==> src/pkg/cma_defs.svh <==
/*
  Widths, codes and fixed values of the complex multiply-accumulate datapath.
  Assumes it is included by its bare name, once per compilation unit or more.
*/
`ifndef CMA_DEFS_SVH
`define CMA_DEFS_SVH

// ----------------------------------------------------------------------
// Widths
// ----------------------------------------------------------------------
`define CMA_IN_W     19
`define CMA_SLICE_W  16
`define CMA_TRIG_W   16
`define CMA_PHASE_W  32
`define CMA_MUL_W    32
`define CMA_PROD_W   33
`define CMA_ACC_W    35
`define CMA_OUT_W    20
`define CMA_GROW_W   2
`define CMA_SHIFT_W  2
`define CMA_SEL_W    2

// ----------------------------------------------------------------------
// Fixed values
// ----------------------------------------------------------------------
`define CMA_TRIG_NEG_FULL  16'h8001
`define CMA_TRIG_ILLEGAL   16'h8000
`define CMA_IN_RST         19'h0_0000
`define CMA_PROD_RST       33'h0_0000_0000
`define CMA_ACC_RST        35'h0_0000_0000
`define CMA_OUT_RST        20'h0_0000
`define CMA_AUX_RST        20'h0_0000
`define CMA_GROW_RST       2'h0
`define CMA_GROW_MAX       2'h3

`endif

==> src/pkg/cma_pkg.sv <==
/*
  Types of the complex multiply-accumulate datapath.
  Assumes cma_defs.svh is on the include path.
*/
`include "cma_defs.svh"

package cma_pkg;

  // ----------------------------------------------------------------------
  // Data types
  // ----------------------------------------------------------------------
  typedef logic        [`CMA_IN_W-1:0]    cma_in_t;
  typedef logic signed [`CMA_SLICE_W-1:0] cma_slice_t;
  typedef logic signed [`CMA_PROD_W-1:0]  cma_prod_t;
  typedef logic signed [`CMA_ACC_W-1:0]   cma_acc_t;
  typedef logic        [`CMA_OUT_W-1:0]   cma_out_t;

  // ----------------------------------------------------------------------
  // Select codes
  // ----------------------------------------------------------------------
  typedef enum logic [`CMA_SHIFT_W-1:0] {
    CMA_SH_0,
    CMA_SH_1,
    CMA_SH_2,
    CMA_SH_3
  } cma_shift_t;

  typedef enum logic [`CMA_SEL_W-1:0] {
    CMA_OUT_PROD_HI,
    CMA_OUT_PROD_LO,
    CMA_OUT_AUX,
    CMA_OUT_RSVD
  } cma_out_sel_t;

endpackage : cma_pkg

==> src/verilog/cma_datapath.sv <==
/*
  Complex multiply-accumulate datapath with auxiliary accumulator and growth detect.
  Assumes sine, cosine and phase word come from logic on clk_i; all controls are pins
  driven synchronously to clk_i.
*/
`timescale 1ns/1ps
`default_nettype none
`include "cma_defs.svh"

module cma_datapath (
  input  wire logic                      clk_i,
  input  wire logic                      sys_rst_i,
  input  wire logic [`CMA_IN_W-1:0]      real_data_in_i,
  input  wire logic [`CMA_IN_W-1:0]      imag_data_in_i,
  input  wire logic                      input_latch_enable_n_i,
  input  wire logic [`CMA_SHIFT_W-1:0]   input_shift_select_i,
  input  wire logic [`CMA_TRIG_W-1:0]    sine_i,
  input  wire logic [`CMA_TRIG_W-1:0]    cosine_i,
  input  wire logic [`CMA_PHASE_W-1:0]   phase_word_i,
  input  wire logic                      phase_bypass_n_i,
  input  wire logic                      accumulate_i,
  input  wire logic [`CMA_SEL_W-1:0]     output_slice_select_i,
  input  wire logic                      unsigned_format_n_i,
  input  wire logic                      peak_hold_n_i,
  output logic      [`CMA_OUT_W-1:0]     real_data_out_o,
  output logic      [`CMA_OUT_W-1:0]     imag_data_out_o,
  output logic      [`CMA_GROW_W-1:0]    growth_code_o
);

  // ----------------------------------------------------------------------
  // Functions
  // ----------------------------------------------------------------------
  function automatic cma_pkg::cma_slice_t shift_slice(input cma_pkg::cma_in_t  din,
                                                      input cma_pkg::cma_shift_t sel);
    unique case (sel)
      cma_pkg::CMA_SH_0: shift_slice = din[15:0];
      cma_pkg::CMA_SH_1: shift_slice = din[16:1];
      cma_pkg::CMA_SH_2: shift_slice = din[17:2];
      cma_pkg::CMA_SH_3: shift_slice = din[18:3];
    endcase
  endfunction : shift_slice

  function automatic logic [`CMA_TRIG_W-1:0] clamp_trig(input logic [`CMA_TRIG_W-1:0] v);
    clamp_trig = (v == `CMA_TRIG_ILLEGAL) ? `CMA_TRIG_NEG_FULL : v;
  endfunction : clamp_trig

  function automatic cma_pkg::cma_out_t out_slice(input cma_pkg::cma_acc_t   acc,
                                                  input cma_pkg::cma_out_t   aux,
                                                  input cma_pkg::cma_out_sel_t sel);
    unique case (sel)
      cma_pkg::CMA_OUT_PROD_HI: out_slice = {acc[34:31], acc[30:15]};
      cma_pkg::CMA_OUT_PROD_LO: out_slice = {acc[34:31], 1'b0, acc[14:0]};
      cma_pkg::CMA_OUT_AUX:     out_slice = aux;
      cma_pkg::CMA_OUT_RSVD:    out_slice = `CMA_OUT_RST;
    endcase
  endfunction : out_slice

  function automatic logic [`CMA_GROW_W-1:0] growth_of(input cma_pkg::cma_out_t v);
    if (v[19] != v[18]) begin
      growth_of = 2'h3;
    end else if (v[18] != v[17]) begin
      growth_of = 2'h2;
    end else if (v[17] != v[16]) begin
      growth_of = 2'h1;
    end else begin
      growth_of = 2'h0;
    end
  endfunction : growth_of

  // ----------------------------------------------------------------------
  // Input registers and shifters
  // ----------------------------------------------------------------------
  cma_pkg::cma_in_t    real_in_ff;
  cma_pkg::cma_in_t    imag_in_ff;
  cma_pkg::cma_slice_t real_shift;
  cma_pkg::cma_slice_t imag_shift;
  cma_pkg::cma_shift_t shift_sel;

  always_ff @(posedge clk_i or posedge sys_rst_i) begin
    if (sys_rst_i) begin
      real_in_ff <= `CMA_IN_RST;
      imag_in_ff <= `CMA_IN_RST;
    end else if (!input_latch_enable_n_i) begin
      real_in_ff <= real_data_in_i;
      imag_in_ff <= imag_data_in_i;
    end
  end

  assign shift_sel  = cma_pkg::cma_shift_t'(input_shift_select_i);
  assign real_shift = shift_slice(real_in_ff, shift_sel);
  assign imag_shift = shift_slice(imag_in_ff, shift_sel);

  // ----------------------------------------------------------------------
  // Complex multiplier
  // ----------------------------------------------------------------------
  logic signed [`CMA_TRIG_W-1:0] cos_op;
  logic signed [`CMA_TRIG_W-1:0] sin_op;
  logic signed [`CMA_MUL_W-1:0]  rc_prod;
  logic signed [`CMA_MUL_W-1:0]  is_prod;
  logic signed [`CMA_MUL_W-1:0]  rs_prod;
  logic signed [`CMA_MUL_W-1:0]  ic_prod;
  cma_pkg::cma_prod_t            nxt_mult_re;
  cma_pkg::cma_prod_t            nxt_mult_im;
  cma_pkg::cma_prod_t            mult_re_ff;
  cma_pkg::cma_prod_t            mult_im_ff;

  assign cos_op  = phase_bypass_n_i ? clamp_trig(cosine_i) : phase_word_i[15:0];
  assign sin_op  = phase_bypass_n_i ? clamp_trig(sine_i) : phase_word_i[31:16];
  assign rc_prod = real_shift * cos_op;
  assign is_prod = imag_shift * sin_op;
  assign rs_prod = real_shift * sin_op;
  assign ic_prod = imag_shift * cos_op;
  assign nxt_mult_re = {rc_prod[31], rc_prod} - {is_prod[31], is_prod};
  assign nxt_mult_im = {rs_prod[31], rs_prod} + {ic_prod[31], ic_prod};

  always_ff @(posedge clk_i or posedge sys_rst_i) begin
    if (sys_rst_i) begin
      mult_re_ff <= `CMA_PROD_RST;
      mult_im_ff <= `CMA_PROD_RST;
    end else begin
      mult_re_ff <= nxt_mult_re;
      mult_im_ff <= nxt_mult_im;
    end
  end

  // ----------------------------------------------------------------------
  // Product accumulators
  // ----------------------------------------------------------------------
  cma_pkg::cma_acc_t mult_re_ext;
  cma_pkg::cma_acc_t mult_im_ext;
  cma_pkg::cma_acc_t acc_re_ff;
  cma_pkg::cma_acc_t acc_im_ff;

  assign mult_re_ext = {{2{mult_re_ff[32]}}, mult_re_ff};
  assign mult_im_ext = {{2{mult_im_ff[32]}}, mult_im_ff};

  always_ff @(posedge clk_i or posedge sys_rst_i) begin
    if (sys_rst_i) begin
      acc_re_ff <= `CMA_ACC_RST;
      acc_im_ff <= `CMA_ACC_RST;
    end else begin
      acc_re_ff <= (accumulate_i ? acc_re_ff : `CMA_ACC_RST) + mult_re_ext;
      acc_im_ff <= (accumulate_i ? acc_im_ff : `CMA_ACC_RST) + mult_im_ext;
    end
  end

  // ----------------------------------------------------------------------
  // Auxiliary complex accumulator
  // ----------------------------------------------------------------------
  logic signed [`CMA_OUT_W-1:0] aux_re;
  logic signed [`CMA_OUT_W-1:0] aux_im;

  cma_aux_accum u_aux_re (
    .clk_i        (clk_i),
    .sys_rst_i    (sys_rst_i),
    .accumulate_i (accumulate_i),
    .sample_i     (real_shift),
    .sum_o        (aux_re)
  );

  cma_aux_accum u_aux_im (
    .clk_i        (clk_i),
    .sys_rst_i    (sys_rst_i),
    .accumulate_i (accumulate_i),
    .sample_i     (imag_shift),
    .sum_o        (aux_im)
  );

  // ----------------------------------------------------------------------
  // Output multiplexer, format and growth detect
  // ----------------------------------------------------------------------
  cma_pkg::cma_out_sel_t     out_sel;
  cma_pkg::cma_out_t         mux_re;
  cma_pkg::cma_out_t         mux_im;
  cma_pkg::cma_out_t         fmt_mask;
  logic [`CMA_GROW_W-1:0]    grow_re;
  logic [`CMA_GROW_W-1:0]    grow_im;
  logic [`CMA_GROW_W-1:0]    grow_now;
  logic [`CMA_GROW_W-1:0]    nxt_growth;

  assign out_sel  = cma_pkg::cma_out_sel_t'(output_slice_select_i);
  assign mux_re   = out_slice(acc_re_ff, aux_re, out_sel);
  assign mux_im   = out_slice(acc_im_ff, aux_im, out_sel);
  assign fmt_mask = {!unsigned_format_n_i, 19'h0_0000};
  assign grow_re  = growth_of(mux_re);
  assign grow_im  = growth_of(mux_im);
  assign grow_now = (grow_re > grow_im) ? grow_re : grow_im;
  assign nxt_growth = (!peak_hold_n_i && growth_code_o > grow_now) ? growth_code_o : grow_now;

  always_ff @(posedge clk_i or posedge sys_rst_i) begin
    if (sys_rst_i) begin
      real_data_out_o <= `CMA_OUT_RST;
      imag_data_out_o <= `CMA_OUT_RST;
    end else begin
      real_data_out_o <= mux_re ^ fmt_mask;
      imag_data_out_o <= mux_im ^ fmt_mask;
    end
  end

  always_ff @(posedge clk_i or posedge sys_rst_i) begin
    if (sys_rst_i) begin
      growth_code_o <= `CMA_GROW_RST;
    end else begin
      growth_code_o <= nxt_growth;
    end
  end
endmodule : cma_datapath

`default_nettype wire

==> src/verilog/cma_aux_accum.sv <==
/*
  One lane of the auxiliary complex accumulator.
  Assumes a shifted 16-bit sample and the accumulate control on clk_i.
*/
`timescale 1ns/1ps
`default_nettype none
`include "cma_defs.svh"

module cma_aux_accum (
  input  wire logic                           clk_i,
  input  wire logic                           sys_rst_i,
  input  wire logic                           accumulate_i,
  input  wire logic signed [`CMA_SLICE_W-1:0] sample_i,
  output logic signed      [`CMA_OUT_W-1:0]   sum_o
);

  // ----------------------------------------------------------------------
  // Accumulator
  // ----------------------------------------------------------------------
  logic signed [`CMA_OUT_W-1:0] sample_ext;
  logic signed [`CMA_OUT_W-1:0] nxt_sum;
  logic signed [`CMA_OUT_W-1:0] sum_ff;

  assign sum_o      = sum_ff;
  assign sample_ext = {{(`CMA_OUT_W-`CMA_SLICE_W){sample_i[`CMA_SLICE_W-1]}}, sample_i};
  assign nxt_sum    = (accumulate_i ? sum_ff : `CMA_AUX_RST) + sample_ext;

  always_ff @(posedge clk_i or posedge sys_rst_i) begin
    if (sys_rst_i) begin
      sum_ff <= `CMA_AUX_RST;
    end else begin
      sum_ff <= nxt_sum;
    end
  end
endmodule : cma_aux_accum

`default_nettype wire

==> config.mk <==
export PLATFORM = sky130hd
export DESIGN_NAME = cma_datapath
export DESIGN_NICKNAME = d
export VERILOG_FILES = /design/src/pkg/cma_pkg.sv /design/src/verilog/cma_datapath.sv /design/src/verilog/cma_aux_accum.sv
export VERILOG_INCLUDE_DIRS = /design/src /design/src/pkg
export SDC_FILE = /design/constraint.sdc
export NUM_CORES = 2
export LEC_CHECK = 0
export BUFFER_PORTS_ARGS = -buffer_cell sky130_fd_sc_hd__buf_4
export CORE_MARGIN = 2
export CORE_UTILIZATION = 55
export DETAILED_ROUTE_END_ITERATION = 7
export PLACE_DENSITY = 0.77
export RECOVER_POWER = 100
export SLEW_MARGIN = 20
export SYNTH_ARGS = -nofsm -noshare
export SYNTH_HDL_FRONTEND = slang
export SYNTH_SLANG_ARGS = --single-unit
==> constraint.sdc <==
create_clock -name clk_i -period 10.7 [get_ports clk_i]
set_clock_uncertainty 0.2 [all_clocks]
set_input_delay 1.605 -clock clk_i [delete_from_list [all_inputs] [get_ports clk_i]]
set_output_delay 1.605 -clock clk_i [all_outputs]
set_load 0.01 [all_outputs]
==> impl_metrics.yaml <==
outcome:
  status: "finished with violations"
  violations: "max-capacitance violations, max-slew violations"
global_route:
  grt-ovfl-total: 0
  grt_pass1_vias: 44166
  grt_max_degree: 119
  grt_antenna_before_repair: 2
  grt_usage_pct: 32.3
  grt_pass1_wl_um: 248000
die:
  start_util_pct: 55.7
  core_um2: 97000
  fp.dieW_um: 317
  ioPinCount: 155
  die_area_um2: 101000
  fp.dieH_um: 317
  num_rows: 114
sta:
  maxSlewViolCount: 430
  fin_ws_ns: 0.501
  fmax_mhz: 98.0
  rsz0062_at_grt: "no"
  worst_pin_slew_ns: 5.42
  max_slew_margin_pct: -264
  fin_setup_tns_ns: 0
  hold_viol: 0
  finalSetupViolations: 0
  finalCriticalPeriod_ns: 10.20
  fin_crit_sh_pct: 95.3
synthesis:
  synth_nets: 7484
  synth_area_per_cell_um2: 9.36
  async_flop_share_pct: 100
  muxShareOfSynthArea_pct: 3.23
  ys_warn_count: 0
  ys_ff_latch: 256
  synth_xor_area_share_pct: 2.97
  yosys-top-cells-count: "inv_1, fa_1, nand2_1"
  yosys.area_share.adder_pct: 53.3
  synth_cell_types: 81
  synth_top_area_share_pct: 43.6
  synth_ff_type: "dfrtp_1"
  ys_seq_area_share_pct: 11.9
  synth_edf_count: 0
  postSynthCellCount: 5773
  synthSimpleGateAreaFrac_pct: 12.2
  syn_area_um2: 54000
  yosysMostFrequentCell: "inv_1"
  synth_top_family_by_area: "adder cells"
  synth_compound_area_share_pct: 5.76
  synthTopCellsByArea: "fa_1, dfrtp_1, ha_1"
  post-synth-top-area-cell: "fa_1"
cts:
  holdBufCountCts: 0
  cts_setup_buffers: 0
  clock_sinks: 256
  cts_resized: 0
  cts_buffers: 29
  clock_latency_ns: 0.58
  root_buffer: "clkbuf_16"
  clkTransAtPathRegs_ns: 0.06
  h-tree-depth: 1
  clockBufferDepth: 3
  cts_tree: "done"
setup_path:
  criticalPathCategory: "in -> reg"
  path_max_fanout: 28
  cpMaxStageDelayCell: "o21ai_0"
  worstReg2RegStart: "imag_in_ff[6]"
  timing.rr.end: "mult_im_ff[31]"
  startpoint_type: "primary input"
  r2r_slack_ns: 1.78
  crit_path_start: "input_shift_select_i[0]"
  worst_ep_required_time_ns: 10.98
  slowest_delay_ns: 0.58
  end_kind: "register"
  crit_path_end: "mult_im_ff[31]"
  arrival_ns: 10.48
  r2r_cells: 29
place:
  pre_cts_slack_ns: 0.270
  hpwl_um: 126000
  io_buffers: 154
  placedInstanceArea_um2: 57300
  dp_cells: 7154
  gp_congestion: 1.01
finish:
  drive_gt1_share_pct: 7.27
  area_delta_synth_final_pct: 7.20
  register_area_um2: 6410
  final_nets: 7620
  finish.instance_area_um2: 57900
  antenna_cells: 0
  multi_input_area_um2: 41800
  fill_cells: 8175
  final_cells: 7208
job:
  cap_viol_max_count: 6
drt:
  drtIter0Drc: 3497
  drtAntennaViolNets: 0
  vias_per_cell: 5.65
  vias: 40737
  post_drt_wl_per_cell_um: 21.8
  drc: 0
  wirelength_um: 157000
  dr.pass1.iters: 8
hold_path:
  hold_start: "acc_re_ff[9]"
  hold_path_class: "reg -> reg"
## flip-flops by register name, indices dropped and copies added, names as in the netlist, 20 cells and up
register / count
acc_im_ff: 35
acc_re_ff: 35
mult_im_ff: 33
mult_re_ff: 33
imag_data_out_o: 20
real_data_out_o: 20
u_aux_im.sum_o: 20
u_aux_re.sum_o: 20
## placed cells by master (no fill, tap or decap), drive strengths merged, types with 7 or more instances in the layout
cell type / n
o21ai: 120
o21a: 35
o21bai: 18
a31oi: 18
or2: 21
a21oi: 125
a21o: 59
mux2: 83
inv: 1326
xor2: 40
nand2b: 21
nand2: 646
and2: 109
a21boi: 7
or3: 7
buf: 252
nand3: 32
o211ai: 7
dfrtp: 256
nor2b: 27
and3: 16
nor3: 32
a211oi: 16
clkinv: 18
fa: 1177
ha: 421
clkbuf: 89
mux2i: 81
xnor2: 143
nor2: 634
## logic make-up (layout without fill, tap and decap cells)
logic type      after synthesis  after routing
simple gates               1571           1571
mux                         164            164
fa+ha+maj                  1598           1598
xor+xnor                    183            183
compound gates              466            466
flops                       256            256
buf+inv                    1535           1694
## routing by layer
metal  track usage (%)  part of all wire, %
met3              7.56                   11
met2              50.0                   44
met5            0.0473                0.024
met4              18.7                  7.5
met1              41.7                   37
## critical path, delay by kind of cell
family,cells,cell delay [ns]
AO/OA/AOI/OAI,9,2.62
XOR/XNOR,1,0.15
adder cells (fa/ha/maj),9,3.63
buffers and inverters,9,1.84
multiplexers,1,0.38
AND/OR/NAND/NOR,2,0.25
## stage by stage
stage               hold WS [ns]  utilization, %
floorplan                  0.242               -
global placement           0.258            59.1
detailed placement         0.263            59.1
CTS                        0.278            60.1
global route               0.293            59.7
finish                     0.277            59.7
## final cells by class
type                    count  area share (%)
clock buffers              34            1.32
inverters                1333            8.64
repair buffers            307            3.69
well taps                1276            2.76
multi-input cells        3982            72.2
clock inverters            20           0.382
flip-flops and latches    256            11.1
## how the worst min path moves through the flow
| stage | depth (start not counted) | endpoint |
|---|---|---|
| global placement | 2 | imag_data_out_o[2] |
| CTS | 2 | imag_data_out_o[8] |
| finish | 2 | real_data_out_o[9] |
| detailed placement | 2 | imag_data_out_o[8] |
| floorplan | 2 | imag_data_out_o[0] |
| global route | 1 | acc_re_ff[0] |
Power is not shown: default switching activity piles up to over one toggle a cycle in this logic, so the estimate is an artifact.
